File: config.mk
export PLATFORM = sky130hd
export DESIGN_NAME = abort_fault_syndrome_encoder
export DESIGN_NICKNAME = d
export VERILOG_FILES = /design/src/pkg/syndrome_pkg.sv /design/src/verilog/fault_code_encoder.sv /design/src/verilog/abort_fault_syndrome_encoder.sv
export SDC_FILE = /design/constraint.sdc
export NUM_CORES = 1
export LEC_CHECK = 0
export BUFFER_PORTS_ARGS = -buffer_cell sky130_fd_sc_hd__buf_2
export CORE_UTILIZATION = 25
export CTS_CLUSTER_SIZE = 24
export DETAILED_ROUTE_END_ITERATION = 8
export PLACE_DENSITY_LB_ADDON = 0.25
export SLEW_MARGIN = 20
export SYNTH_ARGS = -nofsm -noshare
export SYNTH_HDL_FRONTEND = slang
export SYNTH_HIERARCHICAL = 1
export SYNTH_SLANG_ARGS = --single-unit
File: constraint.sdc
create_clock -name REF_CLK_I -period 1.9 [get_ports REF_CLK_I]
set_input_delay 0 -clock REF_CLK_I [delete_from_list [all_inputs] [get_ports REF_CLK_I]]
set_output_delay 0 -clock REF_CLK_I [all_outputs]
set_load 0.005 [all_outputs]
File: src/pkg/syndrome_pkg.sv
/*
 * constants for the abort syndrome encoder: register map, field positions,
 * fault status codes, walk level codes, access sizes, target levels and the op and fault kinds.
 * assumes a 32-bit apb with byte addresses, one register per aligned word.
 */
package syndrome_pkg;

    // register map, byte addresses
    localparam logic [7:0] FEAT_OFFSET = 8'h00;
    localparam logic [7:0] STAT_OFFSET = 8'h04;
    localparam logic [7:0] LVL_STRIDE = 8'h10;
    localparam logic [7:0] SYN_LO_OFFSET = 8'h00;
    localparam logic [7:0] SYN_HI_OFFSET = 8'h04;
    localparam logic [7:0] FAR_LO_OFFSET = 8'h08;
    localparam logic [7:0] FAR_HI_OFFSET = 8'h0C;
    localparam int NUM_LEVELS = 3;

    // feature control register bits
    localparam int FEAT_GRANULE_PROT = 0;
    localparam int FEAT_EXT_PA = 1;
    localparam int FEAT_WIDE_LDST = 2;
    localparam int FEAT_WIDE_STATUS = 3;
    localparam int FEAT_WIDE_ACC = 4;
    localparam int FEAT_RELIABILITY = 5;
    localparam int FEAT_MEM_TAGGING = 6;
    localparam int FEAT_WIDTH = 7;
    localparam logic [6:0] FEAT_RESET = 7'h7F;

    // syndrome low word field positions
    localparam int SYN_VALID_BIT = 24;
    localparam int SYN_SIZE_LSB = 22;
    localparam int SYN_SIGN_BIT = 21;
    localparam int SYN_FNV_BIT = 10;
    localparam int SYN_S1WALK_BIT = 7;
    localparam int SYN_FSC_LSB = 0;
    localparam int SECOND_SYNDROME_FIELD_WIDTH = 5;

    // status register fields
    localparam int STAT_LEVEL_LSB = 0;
    localparam int STAT_DROP_BIT = 2;
    localparam int STAT_COUNT_LSB = 16;

    // fault status codes
    localparam logic [5:0] FSC_GPF_WALK_LM1 = 6'h23;
    localparam logic [5:0] FSC_GPF_WALK_L0 = 6'h24;
    localparam logic [5:0] FSC_GPF_WALK_L1 = 6'h25;
    localparam logic [5:0] FSC_GPF_WALK_L2 = 6'h26;
    localparam logic [5:0] FSC_GPF_WALK_L3 = 6'h27;
    localparam logic [5:0] FSC_GPF_NOT_WALK = 6'h28;

    // walk level, two's complement on three bits
    localparam logic [2:0] LEVEL_M1 = 3'h7;
    localparam logic [2:0] LEVEL_0 = 3'h0;
    localparam logic [2:0] LEVEL_1 = 3'h1;
    localparam logic [2:0] LEVEL_2 = 3'h2;
    localparam logic [2:0] LEVEL_3 = 3'h3;

    // access sizes
    localparam logic [1:0] SIZE_DOUBLE = 2'h3;

    // target exception levels
    localparam logic [1:0] TARGET_OS = 2'h1;
    localparam logic [1:0] TARGET_HYP = 2'h2;

    // fixed design decision: syndrome valid on external abort during a stage 2 walk
    localparam logic EXT_WALK_SYNDROME_VALID = 1'b0;

    typedef enum logic [1:0]
    {
        WIDE_NONE = 2'b00,
        WIDE_LOAD_STORE = 2'b01,
        WIDE_STORE_STATUS = 2'b10,
        WIDE_STORE_ACC = 2'b11
    } wide_op_t;

    typedef enum logic [1:0]
    {
        FAULT_OTHER = 2'b00,
        FAULT_TRANSLATION = 2'b01,
        FAULT_ACCESS_FLAG = 2'b10,
        FAULT_PERMISSION = 2'b11
    } fault_kind_t;

endpackage : syndrome_pkg

File: src/verilog/fault_code_encoder.sv
/*
 * fault status code encoder for granule protection faults.
 * assumes the walker gives the lookup level in two's complement on three bits.
 */
`timescale 1ns/100ps
module fault_code_encoder
(
    input wire logic gpf_i,
    input wire logic gpf_on_walk_i,
    input wire logic [2:0] level_i,
    input wire logic ext_pa_i,
    input wire logic [5:0] other_code_i,
    output logic [5:0] code_o
);
    logic [5:0] walk_code;

    always_comb
    begin
        unique case (level_i)
            syndrome_pkg::LEVEL_M1: walk_code = ext_pa_i ? syndrome_pkg::FSC_GPF_WALK_LM1
                                                         : syndrome_pkg::FSC_GPF_WALK_L0;
            syndrome_pkg::LEVEL_0: walk_code = syndrome_pkg::FSC_GPF_WALK_L0;
            syndrome_pkg::LEVEL_1: walk_code = syndrome_pkg::FSC_GPF_WALK_L1;
            syndrome_pkg::LEVEL_2: walk_code = syndrome_pkg::FSC_GPF_WALK_L2;
            syndrome_pkg::LEVEL_3: walk_code = syndrome_pkg::FSC_GPF_WALK_L3;
            // levels 4..6 do not exist; never emit a reserved code
            default: walk_code = syndrome_pkg::FSC_GPF_WALK_L0;
        endcase
    end

    assign code_o = !gpf_i ? other_code_i
                  : gpf_on_walk_i ? walk_code
                  : syndrome_pkg::FSC_GPF_NOT_WALK;

endmodule : fault_code_encoder

File: src/verilog/abort_fault_syndrome_encoder.sv
/*
 * abort syndrome encoder: on each abort taken it builds the fault status code,
 * syndrome valid, access size, sign extend, second syndrome field and the
 * address-not-valid flag, and stores them with the fault address in the
 * syndrome register of the target level; software reads them over apb.
 * assumes core inputs are synchronous to REF_CLK_I and stable in the cycle
 * ABORT_TAKE_I is high; the apb master follows the usual two-phase protocol.
 */
// Our own choices: register access over APB and the register addresses.
// What this block does
// - level -1 walk fault gives 0b100011
// - walk fault levels 0-3 give 0b100100-0b100111
// - fault off any walk gives 0b101000
// - only defined status codes are ever emitted
// - stage-one-walk faults use the stage 2 level
// - stage-one-walk flag marks stage 2 on stage 1 walk
// - bit 24 valid; bits 23-14 zero when clear
// - status store variants carry second field 36-32
// - wide load/store faults set valid at any level
// - hypervisor faults valid only for single register access
// - 32-bit case: no writeback, no program counter
// - debug memory mode makes valid free choice
// - reliability present: external abort gives valid 0
// - otherwise fixed choice for stage 2 walk abort
// - stage 2 abort on stage 1 walk: valid 0
// - tag check fault: address valid, flag 0
// - size field encodes byte to doubleword
// - wide faults force size to doubleword
// - sign extend bit for narrow loads
// - sign extend zero for wide and other operations
// - size and sign zero when valid clear
`timescale 1ns/100ps
module abort_fault_syndrome_encoder
(
    input wire logic REF_CLK_I,
    input wire logic RSTN_I,
    input wire logic PSEL_I,
    input wire logic PENABLE_I,
    input wire logic PWRITE_I,
    input wire logic [7:0] PADDR_I,
    input wire logic [31:0] PWDATA_I,
    output logic [31:0] PRDATA_O,
    output logic PREADY_O,
    output logic PSLVERR_O,
    input wire logic ABORT_TAKE_I,
    input wire logic [1:0] TARGET_LEVEL_I,
    input wire logic GPF_I,
    input wire logic GPF_ON_WALK_I,
    input wire logic [2:0] WALK_LEVEL_I,
    input wire logic [2:0] S2_LEVEL_I,
    input wire logic [5:0] OTHER_FAULT_CODE_I,
    input wire logic STAGE2_I,
    input wire logic S1_WALK_I,
    input wire logic S2_WALK_I,
    input wire logic [1:0] FAULT_KIND_I,
    input wire logic EXT_ABORT_I,
    input wire logic TAG_CHECK_I,
    input wire logic FAULT_ADDR_NOT_VALID_I,
    input wire logic [63:0] FAULT_ADDR_I,
    input wire logic [1:0] WIDE_OP_I,
    input wire logic SINGLE_GPR_I,
    input wire logic EXCLUSIVE_I,
    input wire logic WRITEBACK_I,
    input wire logic STATE_32BIT_I,
    input wire logic PC_REG_USED_I,
    input wire logic DEBUG_MEM_MODE_I,
    input wire logic [1:0] ACC_SIZE_I,
    input wire logic IS_LOAD_I,
    input wire logic SIGNED_LOAD_I,
    input wire logic [4:0] SECOND_SYNDROME_I
);
    logic [6:0] feat_q;
    logic [6:0] feat_d;
    logic [1:0] last_level_q;
    logic [1:0] last_level_d;
    logic drop_q;
    logic drop_d;
    logic [15:0] count_q;
    logic [15:0] count_d;
    logic [31:0] syn_lo_q [syndrome_pkg::NUM_LEVELS];
    logic [4:0] syn_hi_q [syndrome_pkg::NUM_LEVELS];
    logic [63:0] far_q [syndrome_pkg::NUM_LEVELS];
    logic [31:0] prdata_q;
    logic [31:0] prdata_d;
    logic pready_q;
    logic pready_d;
    logic pslverr_q;
    logic pslverr_d;

    // feature view
    wire f_gpc = feat_q[syndrome_pkg::FEAT_GRANULE_PROT];
    wire f_ext_pa = feat_q[syndrome_pkg::FEAT_EXT_PA];
    wire f_wide = feat_q[syndrome_pkg::FEAT_WIDE_LDST];
    wire f_wide_status = feat_q[syndrome_pkg::FEAT_WIDE_STATUS];
    wire f_wide_acc = feat_q[syndrome_pkg::FEAT_WIDE_ACC];
    wire f_ras = feat_q[syndrome_pkg::FEAT_RELIABILITY];
    wire f_mte = feat_q[syndrome_pkg::FEAT_MEM_TAGGING];

    // fault status code
    wire gpf_seen = GPF_I & f_gpc;
    wire [2:0] code_level = S1_WALK_I ? S2_LEVEL_I : WALK_LEVEL_I;
    wire [5:0] fsc;

    fault_code_encoder u_fault_code_encoder
    (
        .gpf_i(gpf_seen),
        .gpf_on_walk_i(GPF_ON_WALK_I),
        .level_i(code_level),
        .ext_pa_i(f_ext_pa),
        .other_code_i(OTHER_FAULT_CODE_I),
        .code_o(fsc)
    );

    wire s1_walk_flag = STAGE2_I & S1_WALK_I;

    // wide load/store with a translation, access flag or permission fault
    wire tafp = FAULT_KIND_I != syndrome_pkg::FAULT_OTHER;
    wire wide_ls = WIDE_OP_I == syndrome_pkg::WIDE_LOAD_STORE;
    wire wide_st = WIDE_OP_I == syndrome_pkg::WIDE_STORE_STATUS;
    wire wide_sa = WIDE_OP_I == syndrome_pkg::WIDE_STORE_ACC;
    wire wide_status_fault = tafp & ((wide_st & f_wide_status) | (wide_sa & f_wide_acc));
    wire wide_fault = (tafp & wide_ls & f_wide) | wide_status_fault;

    // single register access that may report a syndrome at stage 2
    wire single_ok = SINGLE_GPR_I & ~EXCLUSIVE_I & ~WRITEBACK_I;
    wire pc_block = STATE_32BIT_I & PC_REG_USED_I;
    wire hyp_stage2 = (TARGET_LEVEL_I == syndrome_pkg::TARGET_HYP) & STAGE2_I;
    // debug memory mode may report anything; zero keeps the fields quiet
    wire hyp_single = hyp_stage2 & single_ok & ~pc_block & ~DEBUG_MEM_MODE_I;

    logic syn_valid;

    always_comb
    begin
        // a walk access is never the instruction's own, so this outranks the wide case
        if (s1_walk_flag)
        begin
            syn_valid = 1'b0;
        end
        else if (wide_fault)
        begin
            syn_valid = 1'b1;
        end
        else if (EXT_ABORT_I & f_ras)
        begin
            syn_valid = 1'b0;
        end
        else if (EXT_ABORT_I & S2_WALK_I)
        begin
            syn_valid = syndrome_pkg::EXT_WALK_SYNDROME_VALID;
        end
        else
        begin
            syn_valid = hyp_single;
        end
    end

    // access size and sign extension, zero unless valid
    wire [1:0] acc_size = wide_fault ? syndrome_pkg::SIZE_DOUBLE : ACC_SIZE_I;
    wire narrow_load = IS_LOAD_I & (ACC_SIZE_I != syndrome_pkg::SIZE_DOUBLE);
    wire sign_ext = ~wide_fault & narrow_load & SIGNED_LOAD_I;
    wire [1:0] size_field = syn_valid ? acc_size : 2'h0;
    wire sign_field = syn_valid & sign_ext;

    wire [4:0] second_field = wide_status_fault ? SECOND_SYNDROME_I : 5'h00;
    wire fault_addr_not_valid = (TAG_CHECK_I & f_mte) ? 1'b0 : FAULT_ADDR_NOT_VALID_I;

    logic [31:0] syn_word;

    always_comb
    begin
        syn_word = 32'h0000_0000;
        syn_word[syndrome_pkg::SYN_VALID_BIT] = syn_valid;
        syn_word[syndrome_pkg::SYN_SIZE_LSB +: 2] = size_field;
        syn_word[syndrome_pkg::SYN_SIGN_BIT] = sign_field;
        syn_word[syndrome_pkg::SYN_FNV_BIT] = fault_addr_not_valid;
        syn_word[syndrome_pkg::SYN_S1WALK_BIT] = s1_walk_flag;
        syn_word[syndrome_pkg::SYN_FSC_LSB +: 6] = fsc;
    end

    // level zero is not a target; such an abort sets the sticky drop bit
    wire level_ok = TARGET_LEVEL_I != 2'h0;
    wire take = ABORT_TAKE_I & level_ok;

    genvar g;
    generate
        for (g = 0; g < syndrome_pkg::NUM_LEVELS; g = g + 1)
        begin : g_level
            wire hit = take & (TARGET_LEVEL_I == 2'(g + 1));

            always_ff @(posedge REF_CLK_I or negedge RSTN_I)
            begin
                if (!RSTN_I)
                begin
                    syn_lo_q[g] <= 32'h0000_0000;
                    syn_hi_q[g] <= 5'h00;
                    far_q[g] <= 64'h0000_0000_0000_0000;
                end
                else if (hit)
                begin
                    syn_lo_q[g] <= syn_word;
                    syn_hi_q[g] <= second_field;
                    far_q[g] <= FAULT_ADDR_I;
                end
            end
        end
    endgenerate

    // status
    assign last_level_d = take ? TARGET_LEVEL_I : last_level_q;
    assign drop_d = drop_q | (ABORT_TAKE_I & ~level_ok);
    assign count_d = take ? count_q + 16'h0001 : count_q;

    // apb decode: no wait state, answer registered in the setup cycle
    wire setup = PSEL_I & ~PENABLE_I;
    wire access = PSEL_I & PENABLE_I & pready_q;
    wire [7:0] lvl_base = PADDR_I & 8'hF0;
    wire [7:0] lvl_off = PADDR_I & 8'h0F;
    wire [3:0] lvl_idx = PADDR_I[7:4];
    wire lvl_sel = (lvl_idx >= 4'h1) & (lvl_idx <= 4'(syndrome_pkg::NUM_LEVELS));
    wire [1:0] lvl_n = 2'(lvl_idx - 4'h1);
    wire hit_feat = PADDR_I == syndrome_pkg::FEAT_OFFSET;
    wire hit_stat = PADDR_I == syndrome_pkg::STAT_OFFSET;
    wire hit_lvl = lvl_sel & (lvl_base != 8'h00) & (PADDR_I[1:0] == 2'h0);
    wire mapped = hit_feat | hit_stat | hit_lvl;

    logic [31:0] lvl_rd;
    logic [31:0] stat_rd;

    always_comb
    begin
        lvl_rd = 32'h0000_0000;
        if (lvl_sel)
        begin
            unique case (lvl_off)
                syndrome_pkg::SYN_LO_OFFSET: lvl_rd = syn_lo_q[lvl_n];
                syndrome_pkg::SYN_HI_OFFSET: lvl_rd = {27'h0, syn_hi_q[lvl_n]};
                syndrome_pkg::FAR_LO_OFFSET: lvl_rd = far_q[lvl_n][31:0];
                syndrome_pkg::FAR_HI_OFFSET: lvl_rd = far_q[lvl_n][63:32];
                default: lvl_rd = 32'h0000_0000;
            endcase
        end
    end

    always_comb
    begin
        stat_rd = 32'h0000_0000;
        stat_rd[syndrome_pkg::STAT_LEVEL_LSB +: 2] = last_level_q;
        stat_rd[syndrome_pkg::STAT_DROP_BIT] = drop_q;
        stat_rd[syndrome_pkg::STAT_COUNT_LSB +: 16] = count_q;
    end

    wire [31:0] rd_mux = hit_feat ? {25'h0, feat_q}
                       : hit_stat ? stat_rd
                       : hit_lvl ? lvl_rd
                       : 32'h0000_0000;

    assign pready_d = setup;
    assign pslverr_d = setup & ~mapped;
    assign prdata_d = (setup & ~PWRITE_I) ? rd_mux : 32'h0000_0000;

    // writes land only at the completing edge; the feature register steers encoding
    wire wr_feat = access & PWRITE_I & hit_feat;
    assign feat_d = wr_feat ? PWDATA_I[syndrome_pkg::FEAT_WIDTH - 1:0] : feat_q;

    always_ff @(posedge REF_CLK_I or negedge RSTN_I)
    begin
        if (!RSTN_I)
        begin
            feat_q <= syndrome_pkg::FEAT_RESET;
            last_level_q <= 2'h0;
            drop_q <= 1'b0;
            count_q <= 16'h0000;
            prdata_q <= 32'h0000_0000;
            pready_q <= 1'b0;
            pslverr_q <= 1'b0;
        end
        else
        begin
            feat_q <= feat_d;
            last_level_q <= last_level_d;
            drop_q <= drop_d;
            count_q <= count_d;
            prdata_q <= prdata_d;
            pready_q <= pready_d;
            pslverr_q <= pslverr_d;
        end
    end

    assign PRDATA_O = prdata_q;
    assign PREADY_O = pready_q;
    assign PSLVERR_O = pslverr_q;

endmodule : abort_fault_syndrome_encoder

# After elaboration in Yosys (flattened, before gate mapping)
# Cells that the tools add are included.
[totals]
output_inout_bits = 34
register_bits = 303
wordCells = 121
latch_bits = 0
mem_count = 0
inputBits = 151
mem_bits_ro = 0
ramBits = 0
[op_classes]
n_mux = 28
n_shift = 0
order_cmp = 3
n_eq_ne = 15
reduce_logical = 6
bitwise_logic = 51
multipliers = 0
add_sub_neg = 2
div_mod_pow = 0
[ops]
columns = ["op", "count"]
rows = [
  ["2-to-1 mux 32 bit", 7],
  ["binary-select mux 64 bit (select 2 bit)", 1],
  ["2-to-1 mux 64 bit", 2],
  ["one-hot mux 32 bit (4 select lines)", 1],
  ["binary-select mux 32 bit (select 2 bit)", 1],
  ["AND 1 bit", 36],
  ["one-hot mux 6 bit (4 select lines)", 1],
  ["adder 16 x 1 -> 16 bit (second input constant)", 1],
  ["zero test 8 bit", 2],
  ["2-to-1 mux 5 bit", 3],
  ["2-to-1 mux 6 bit", 2],
  ["binary-select mux 5 bit (select 2 bit)", 1],
  ["NOT 1 bit", 9],
  ["== test 2 bit (second input constant)", 4],
  ["== test 4 bit (second input constant)", 2],
  ["== test 8 x 3 -> 1 bit (second input constant)", 1],
  ["nonzero test 8 bit", 1],
  ["== test 3 x 2 -> 1 bit (second input constant)", 2],
  ["2-to-1 mux 3 bit", 2],
  ["2-to-1 mux 1 bit", 5],
  ["bitwise OR 1 bit", 5],
  ["== test 2 x 1 -> 1 bit (second input constant)", 2],
  ["== test 4 x 3 -> 1 bit (second input constant)", 1],
  [">= comparator 4 x 1 -> 1 bit (second input constant)", 1],
  ["other kinds (10)", 12],
]

# Longest topological paths before layout
# Gate-level depths: netlist (run 1).
[depth]
ltp_word = 11
ltp_mapped = 12
ltp_nobuf = 7

# Cells and area by module
# The synthesis (run 1) kept the hierarchy.
[by_module_without_submodules]
columns = ["module", "n_inst", "area_each_um2", "seq_area_each_um2", "cells_per_inst"]
rows = [
  ["abort_fault_syndrome_encoder", 1, 13445.4, 7591.0, 1022],
  ["fault_code_encoder", 1, 101.3, 0.0, 16],
]

# Worst setup path after synthesis (run 1)
# OpenSTA, ideal clock, no wires.
[synth_path]
path_type = "in2reg"
start = "in PADDR_I[4]"
end = "reg prdata_q[2], in the netlist PRDATA_O[2]"
setup_time_ns = 0.138
path_buffers = 4
cell_stages = 11
required_time_ns = 1.762
slack_ns = -0.286
arrival_ns = 2.048
cell_sequence = "buf_2 -> buf_1 -> inv_1 -> ha_1 -> buf_2 -> buf_2 -> mux2_2 -> a22oi_1 -> a21oi_1 -> a21oi_1 -> o22ai_1"
[synth_via]
elab_chain_cells = 11
elab_cells_between_ends = 25
cone_classes = "1 x add/sub; 2 x order compare; 1 x eq/ne; 15 x mux; 4 x bitwise; 2 x reduce/logical"
[synth_rtl]
columns = ["item", "line_no", "text"]
rows = [
  ["from (decl)", "abort_fault_syndrome_encoder.sv:40", "input wire logic [7:0] PADDR_I,"],
  ["subtractor 2 x 1 -> 2 bit", "abort_fault_syndrome_encoder.sv:221", "wire [1:0] lvl_n = 2'(lvl_idx - 4'h1);"],
  ["NOT 2 -> 3 bit (not written as such)", "-", ""],
  ["binary-select mux 64 bit (select 2 bit), or another cell as far along", "abort_fault_syndrome_encoder.sv:238, abort_fault_syndrome_encoder.sv:239", ""],
  ["2-to-1 mux 64 bit (not written as such), or another cell as far along (2 in series)", "abort_fault_syndrome_encoder.sv:239", "syndrome_pkg::FAR_HI_OFFSET: lvl_rd = far_q[lvl_n][63:32];"],
  ["one-hot mux 32 bit (4 select lines)", "abort_fault_syndrome_encoder.sv:235", "unique case (lvl_off)"],
  ["2-to-1 mux 32 bit", "abort_fault_syndrome_encoder.sv:233", "if (lvl_sel)"],
  ["2-to-1 mux 32 bit", "abort_fault_syndrome_encoder.sv:255", ": hit_lvl ? lvl_rd"],
  ["2-to-1 mux 32 bit", "abort_fault_syndrome_encoder.sv:254", ": hit_stat ? stat_rd"],
  ["2-to-1 mux 32 bit *", "abort_fault_syndrome_encoder.sv:253", "wire [31:0] rd_mux = hit_feat ? {25'h0, feat_q}"],
  ["2-to-1 mux 32 bit *", "abort_fault_syndrome_encoder.sv:260", "assign prdata_d = (setup & ~PWRITE_I) ? rd_mux : 32'h0000_0000;"],
  ["named net prdata_d[2]", "abort_fault_syndrome_encoder.sv:84", "logic [31:0] prdata_d;"],
  ["to (signal assigned)", "abort_fault_syndrome_encoder.sv:284", "prdata_q <= prdata_d;"],
  ["to (decl)", "abort_fault_syndrome_encoder.sv:83", "logic [31:0] prdata_q;"],
]
# Mark *: on every way through the listed nets, which the timed path passes. The rest lies on a longest branch. The select of a mux whose other input is x is not followed.
# A chain may end at the register's enable or synchronous reset.

# Worst setup path after layout (run 1)
[layout_path]
start = "in PADDR_I[7]"
end = "reg feat_q[4]"
[layout_via]
elab_chain_cells = 2
[layout_rtl]
columns = ["item", "line_no", "text"]
rows = [
  ["zero test 8 bit", "abort_fault_syndrome_encoder.sv:222", "wire hit_feat = PADDR_I == syndrome_pkg::FEAT_OFFSET;"],
  ["AND 1 bit", "abort_fault_syndrome_encoder.sv:263", "wire wr_feat = access & PWRITE_I & hit_feat;"],
  ["to (signal assigned)", "abort_fault_syndrome_encoder.sv:270", "feat_q <= syndrome_pkg::FEAT_RESET;"],
  ["to (signal assigned)", "abort_fault_syndrome_encoder.sv:280", "feat_q <= feat_d;"],
  ["to (decl)", "abort_fault_syndrome_encoder.sv:72", "logic [6:0] feat_q;"],
]
# Every way passes these cells.

==> out/results.ini, run 1 <==
[run_status]
status=finished clean

[route]
routed_wl_mm=40.7
route.detailed.drc=0
firstDrtPassIters=4
vias=9569
drt_iter0_drc=503
viasPerCell=4.66
wl_per_cell_um=19.8
antenna_left=0

[critical_path]
crit_path_top_delay_cell=dlygate4sd3_1
r2r_cells=7
reg2reg_to=syn_lo_q[22]$_DFFE_PN0P_
crit_end=feat_q[4]$_DFFE_PN1P_
crit_fanout=7
crit_path_cell_trace=dlygate4sd3_1 > buf_2 > nor2_2 > nand3_2 > nor2_4 > mux2_2 > dlygate4sd3_1
max_stage_delay_ns=0.56
crit_type=primary input to register
crit_path_end_kind=register
rrSetupSlack_ns=0.16
worstPathRequired_ns=2.37
r2r-start=feat_q[5]$_DFFE_PN1P_
critPathArrivalTime_ns=2.23
crit_path_frequent_cell=dlygate4sd3_1
start_kind=primary input
startpoint=PADDR_I[7]

[synthesis]
synth_cell_types=52
syn_area_per_cell_um2=13.1
synth_fa_ha_area_share_pct=0.369
syn_area_um2=13500
synth.area.mux_share_pct=25.6
synth_top_family_by_area=multiplexers
yosys.area_share.simple_pct=5.31
synthCells=1038
async_flop_share_pct=100
syn_nets=1193
ys_ff_latch=303
synth-main-ff-cell=dfrtp_1
ys_seq_area_share_pct=56.0
synth_compound_area_share_pct=9.23
ys_warn_count=6
synth_edf_count=0
synthXorXnorAreaFrac_pct=0.970

[timing]
clock.fmax_mhz=570
setup_slack_ns=0.145
rsz0062_at_grt=false
setup_viol=0
fin_crit_sh_pct=92.4
relSlewSlack_pct=62.9
slew_violations=0
worstMarginPinSlew_ns=0.557
clock_skew_ns=0.0261
hold_viol=0
fin_crit_ns=1.76

[floorplan]
die_h_um=235
dieArea_um2=55100
rows=84
fp.dieW_um=235
coreArea_um2=53100
io_pins=185
initial_core_util_pct=25.5

[finish]
nNetsFinal=1493
syn2layout_area_growth_pct=32.6
final_layout_size_suffix_gt1_share_pct=40.1
finish.utilization_pct=33.8
fillers=5222
fin_area_um2=18000
diodes=0

[global_routing]
antenna_found_initial=4
grt_pass1_vias=10300
grtUsageTotal_pct=15.0
grt_overflow=0
grt_pass1_wl_mm=63.4
grt_max_degree=73

[place]
place_ws_ns=-0.0126
dpl.hpwl_mm=27.8
port_buffers=159
gp_congestion=0.775
placedInstanceArea_um2=15700

[clock_tree]
cts_root_buf=clkbuf_16
cts.path.max_buffers=3
worst_skew_pair.late_latency_ns=0.55
clkSinkCount=303
cts.htree.levels=2
path_clk_slew_ns=0.06
cts_buffers=36
tritoncts=done
postCtsSetupRepairBufs=0

[pwr]
power_density_nw_per_um2=980
p_leak_nw=8.03
ir_drop_v=0.000473

[hold_path]
min_from=PADDR_I[6]
hold_path.class=primary input to register

[job]
drv_cap=0

-- timing repair --
action,in CTS,in global routing
setup endpoints to repair,0,9
resized for setup,0,3
hold buffers,106,0
hold endpoints to repair,542,0
-- cell families (layout without fill, tap and decap cells) --
logic type | after synthesis | after routing
muxes | 309 | 309
DFF | 303 | 303
AOI/OAI and AO/OA | 189 | 189
and+or+nand+nor | 144 | 144
buffers and inverters | 74 | 400
xor gates and xnor gates | 15 | 15
adders and majority gates | 4 | 4
-- cell usage after synthesis, drive strengths merged, types with 7 or more instances --
library cell	n	area [um^2]
a21oi	21	105
a22o	26	228
a22oi	33	248
and2	7	43.8
buf	40	214
clkbuf	29	109
dfrtp	296	7410
dfstp	7	184
mux2	236	2660
mux2i	67	671
nand2	68	255
nand3	11	55.1
nor2	16	67.6
nor3	8	45.0
o21ai	48	240
o22ai	35	219
xnor2	10	87.6
-- flip-flops by register name, summed over array words and instances, names as in the netlist --
name	flops
PRDATA_O	32
PREADY_O	1
PSLVERR_O	1
count_q	16
drop_q	1
far_q	192
feat_q	7
last_level_q	2
syn_hi_q	15
syn_lo_q	36
-- report_power, final --
group	internal [W]	total (W)	switching, W
combinational	0.00144	0.00253	0.00109
clock	0.00436	0.00713	0.00277
sequential	0.00740	0.00793	0.000529
total	0.0132	0.0176	0.00439
-- cell type report --
cell class / instances / area [um^2] / area share (%)
Sequential cell: 303 / 7590 / 42.3
Multi-Input combinational cell: 661 / 5680 / 31.6
Timing Repair Buffer: 331 / 2590 / 14.4
Clock buffer: 53 / 1040 / 5.82
Tap cell: 688 / 861 / 4.79
Clock inverter: 11 / 170 / 0.948
Inverter: 5 / 18.8 / 0.105
-- how the worst min path moves through the flow --
stage,slack [ns],cells after the start,to
2_1_floorplan,-0.30,0,PRDATA_O[0]$_DFF_PN0_
3_3_place_gp,-0.07,1,PRDATA_O[12]$_DFF_PN0_
3_5_place_dp,-0.06,1,far_q[76]$_DFFE_PN0P_
4_1_cts,0.01,5,PRDATA_O[6]$_DFF_PN0_
5_1_grt,0.04,6,PRDATA_O[6]$_DFF_PN0_
6_report,0.01,5,PRDATA_O[24]$_DFF_PN0_
-- per-stage QoR --
step	power [W]	instances	hold WS, ns	setup TNS (ns)
after global placement	0.0103	1882	-0.0690	0
after detailed placement	0.0104	1882	-0.0649	-0.0235
after global routing	0.0185	2052	0.0396	0
final	0.0176	2052	0.0108	0
after floorplan	0.00946	1038	-0.296	0
after CTS	0.0179	2052	0.0126	0
-- metal layers --
metal / wire (um) / global-route usage [%] / vias up
li1: - / - / 4421
met1: 19600 / 20.9 / 4881
met3: 1920 / 3.30 / 58
met2: 18400 / 23.5 / 205
met4: 761 / 3.57 / 4
met5: 21 / 0 / -
-- worst max-delay path, delay by kind of cell --
kind	cells	cell delay, ns
multiplexers	1	0.36
buffers and inverters	3	1.21
AND/OR/NAND/NOR	3	0.65
-- cell usage in the layout (no fill, tap or decap), drive strengths merged, types with 5 or more instances in the layout --
cell type / count
dfrtp: 296
mux2: 236
buf: 226
dlygate4sd3: 105
nand2: 68
mux2i: 67
clkbuf: 53
o21ai: 48
o22ai: 35
a22oi: 33
a22o: 26
a21oi: 21
nor2: 16
nand3: 11
xnor2: 10
nor3: 8
and2: 7
dfstp: 7
and3: 6
a32oi: 6
mux4: 6
a21o: 6
inv: 6
clkinv: 6
nand4: 5
xor2: 5
Power figures use the tool's default switching activity.
==> run 2: changes to the inputs <==
Settings changed: CELL_PAD_IN_SITES_DETAIL_PLACEMENT from default to 0, CELL_PAD_IN_SITES_GLOBAL_PLACEMENT from default to 1, SYNTH_HIERARCHICAL 1 to default.
==> run 2 against run 1 <==
Area after synthesis grew 0.22%. Total power shrank 0.51%. Sequential cell count is the same. First-iteration DRC count grew 20%. Die area grew 0.22%. Register-to-register slack lost 0.04 ns. Cell area grew 0.84%. Critical path depth grew 1. Hold slack gained 0.027 ns.
==> out/results.ini, run 2 <==
[clock_tree]
tritoncts=done
path_clk_slew_ns=0.05
cts.htree.levels=2
cts_buffers=38
cts_root_buf=clkbuf_16
worst_skew_pair.late_latency_ns=0.56
clkSinkCount=303
postCtsSetupRepairBufs=0
cts.path.max_buffers=3

[synthesis]
synth_cell_types=61
synth_common_cells=296 x dfrtp_1, 291 x nand2_1, 130 x mux2_2
synthCells=1211
syn_nets=1366
yosysMostFrequentCell=dfrtp_1
synth_top_area_cell=dfrtp_1
synthTopCellsByArea=dfrtp_1 55%, mux2_2 11%, nand2_1 8.0%
ys_seq_area_share_pct=55.9
async_flop_share_pct=100
ys_ff_latch=303
ys_warn_count=0
synth-main-ff-cell=dfrtp_1
syn_area_per_cell_um2=11.2
synth.top_cell.area_share_pct=54.6
synth_edf_count=0
syn_area_um2=13600

[run_status]
status=finished clean

[pwr]
p_seq_share_pct=45.0
power_density_nw_per_um2=966
power.switching_w=0.00455
netSwitchingFraction_pct=26.0
power_w=0.0175
p_clk_share_pct=40.8
combPwrFrac_pct=14.2
p_leak_nw=8.41
p_int_w=0.0130
ir_drop_v=0.000505

[timing]
slew_violations=0
worstMarginPinSlew_ns=0.557
setup_viol=0
hold_viol=0
setup_slack_ns=0.111
clock.fmax_mhz=559
fin_crit_ns=1.79
rsz0062_at_grt=false
clock_skew_ns=0.0170
relSlewSlack_pct=62.9
fin_crit_sh_pct=94.1

[global_routing]
grt_pass1_vias=10700
grt_pass1_wl_mm=67.7
grtUsageTotal_pct=16.1
antenna_found_initial=5
grt_overflow=0
grt_max_degree=62

[finish]
final_cell_mix=296 x dfrtp_1, 291 x nand2_1, 158 x buf_2
final_common_cell=dfrtp_1
syn2layout_area_growth_pct=33.4
final_layout_size_suffix_gt1_share_pct=29.5
largest_reg_flops=192
top_register=far_q
multi_input_area_um2=5680
ff_latch_area_um2=7590
nNetsFinal=1670
fillers=5396

[critical_path]
reg2reg_to=syn_lo_q[67]$_DFFE_PN0P_
crit_path_cell_trace=dlygate4sd3_1 > buf_2 > or3_4 > nor4b_2 > dlygate4sd3_1 > buf_4 > nand2_1 > o21ai_1
crit_type=primary input to register
worstPathRequired_ns=2.38
worst_path_dominant_cell_family=buffers and inverters
max_stage_delay_ns=0.60
crit_path_top_delay_cell=dlygate4sd3_1
crit_path_frequent_cell=dlygate4sd3_1
r2r-start=feat_q[0]$_DFFE_PN1P_
rrSetupSlack_ns=0.12
r2r_cells=5
start_kind=primary input
crit_fanout=3
critPathArrivalTime_ns=2.27
crit_path_end_kind=register
path_buf_inv=4

[place]
port_buffers=159
dpl.hpwl_mm=29.1
gp_congestion=0.742
place_ws_ns=-0.0206

[floorplan]
fp.dieW_um=235
die_h_um=235
dieArea_um2=55200
rows=85
initial_core_util_pct=25.3
io_pins=185
coreArea_um2=53700

[hold_path]
hold_path.class=primary input to register
whs_endpoint=PRDATA_O[6]$_DFF_PN0_
hold_depth=6
min_from=PWRITE_I

[route]
routed_wl_mm=44.0
antenna_left=0
drt_iter0_drc=602
firstDrtPassIters=6
vias=10400
route.detailed.drc=0
wl_per_cell_um=19.7
viasPerCell=4.63

[job]
drv_cap=0

==> run 2: worst max-delay path by stage <==
| stage | start | endpoint | slack (ns) | cells after the start |
|---|---|---|---|---|
| after floorplan | PADDR_I[4] | PRDATA_O[10]$_DFF_PN0_ | 0.03 | 8 |
| after global placement | PADDR_I[4] | PRDATA_O[16]$_DFF_PN0_ | 0.05 | 9 |
| after detailed placement | PADDR_I[4] | PRDATA_O[17]$_DFF_PN0_ | -0.02 | 9 |
| after CTS | feat_q[0]$_DFFE_PN1P_ | syn_lo_q[67]$_DFFE_PN0P_ | 0.09 | 5 |
| after global routing | feat_q[0]$_DFFE_PN1P_ | syn_lo_q[3]$_DFFE_PN0P_ | 0.02 | 5 |
| final | PADDR_I[7] | PRDATA_O[1]$_DFF_PN0_ | 0.11 | 8 |
==> run 2: stage by stage <==
step,cell area [um^2],cells,setup TNS (ns),hold WS [ns],utilization [%]
global route,18100,2236,0,0.0488,33.7
finish,18100,2237,0,0.0373,33.7
CTS,18100,2236,0,0.00951,33.7
detailed placement,15800,2063,-0.0210,-0.0509,29.4
floorplan,13600,1211,0,-0.296,-
global placement,15800,2063,0,-0.0573,29.4
==> run 2: final cells by class <==
cell class	instances	share of cell area, %
tap	696	4.81
timing repair buffer	344	15.0
multi-input combinational	821	31.4
inverter	7	0.145
antenna	1	0.0138
clock inverter	15	0.988
sequential	303	41.9
clock buffer	50	5.78
==> run 2: cell families after synthesis <==
| group | share of synthesized area (%) |
|---|---|
| simple gates | 11.3 |
| flops | 55.9 |
| mux | 18.7 |
| compound gates | 10.1 |
| buf+inv | 2.70 |
| xor+xnor | 0.968 |
| fa+ha+maj | 0.369 |
==> run 2: power by group through the flow <==
stage	Combinational, W	Sequential [W]	Clock [W]
6_report	0.00249	0.00788	0.00713
5_1_grt	0.00277	0.00800	0.00763
4_1_cts	0.00254	0.00788	0.00738
3_3_place_gp	0.00229	0.00797	0
2_1_floorplan	0.00148	0.00781	0
3_5_place_dp	0.00235	0.00798	0
==> run 2: layer usage <==
| layer | vias up | track usage (%) | part of all wire (%) |
|---|---|---|---|
| met5 | - | 0 | 0.10 |
| met4 | 8 | 4.17 | 2.0 |
| met3 | 68 | 3.23 | 4.5 |
| met2 | 217 | 24.5 | 44 |
| met1 | 5204 | 23.1 | 49 |
| li1 | 4862 | - | - |
==> run 2: worst register-to-register path, delay by kind of cell (launching register included) <==
kind / cells / cell delay [ns]
flops: 1 / 0.59
simple gates: 2 / 0.31
compound gates: 2 / 0.21
buf+inv: 1 / 0.59
==> run 2: repair_timing <==
item                                   4_1_cts  5_1_grt
gates resized for setup                      0        1
hold buffers                               108        0
setup endpoints to repair                    0        2
endpoints found under the hold margin      551        0
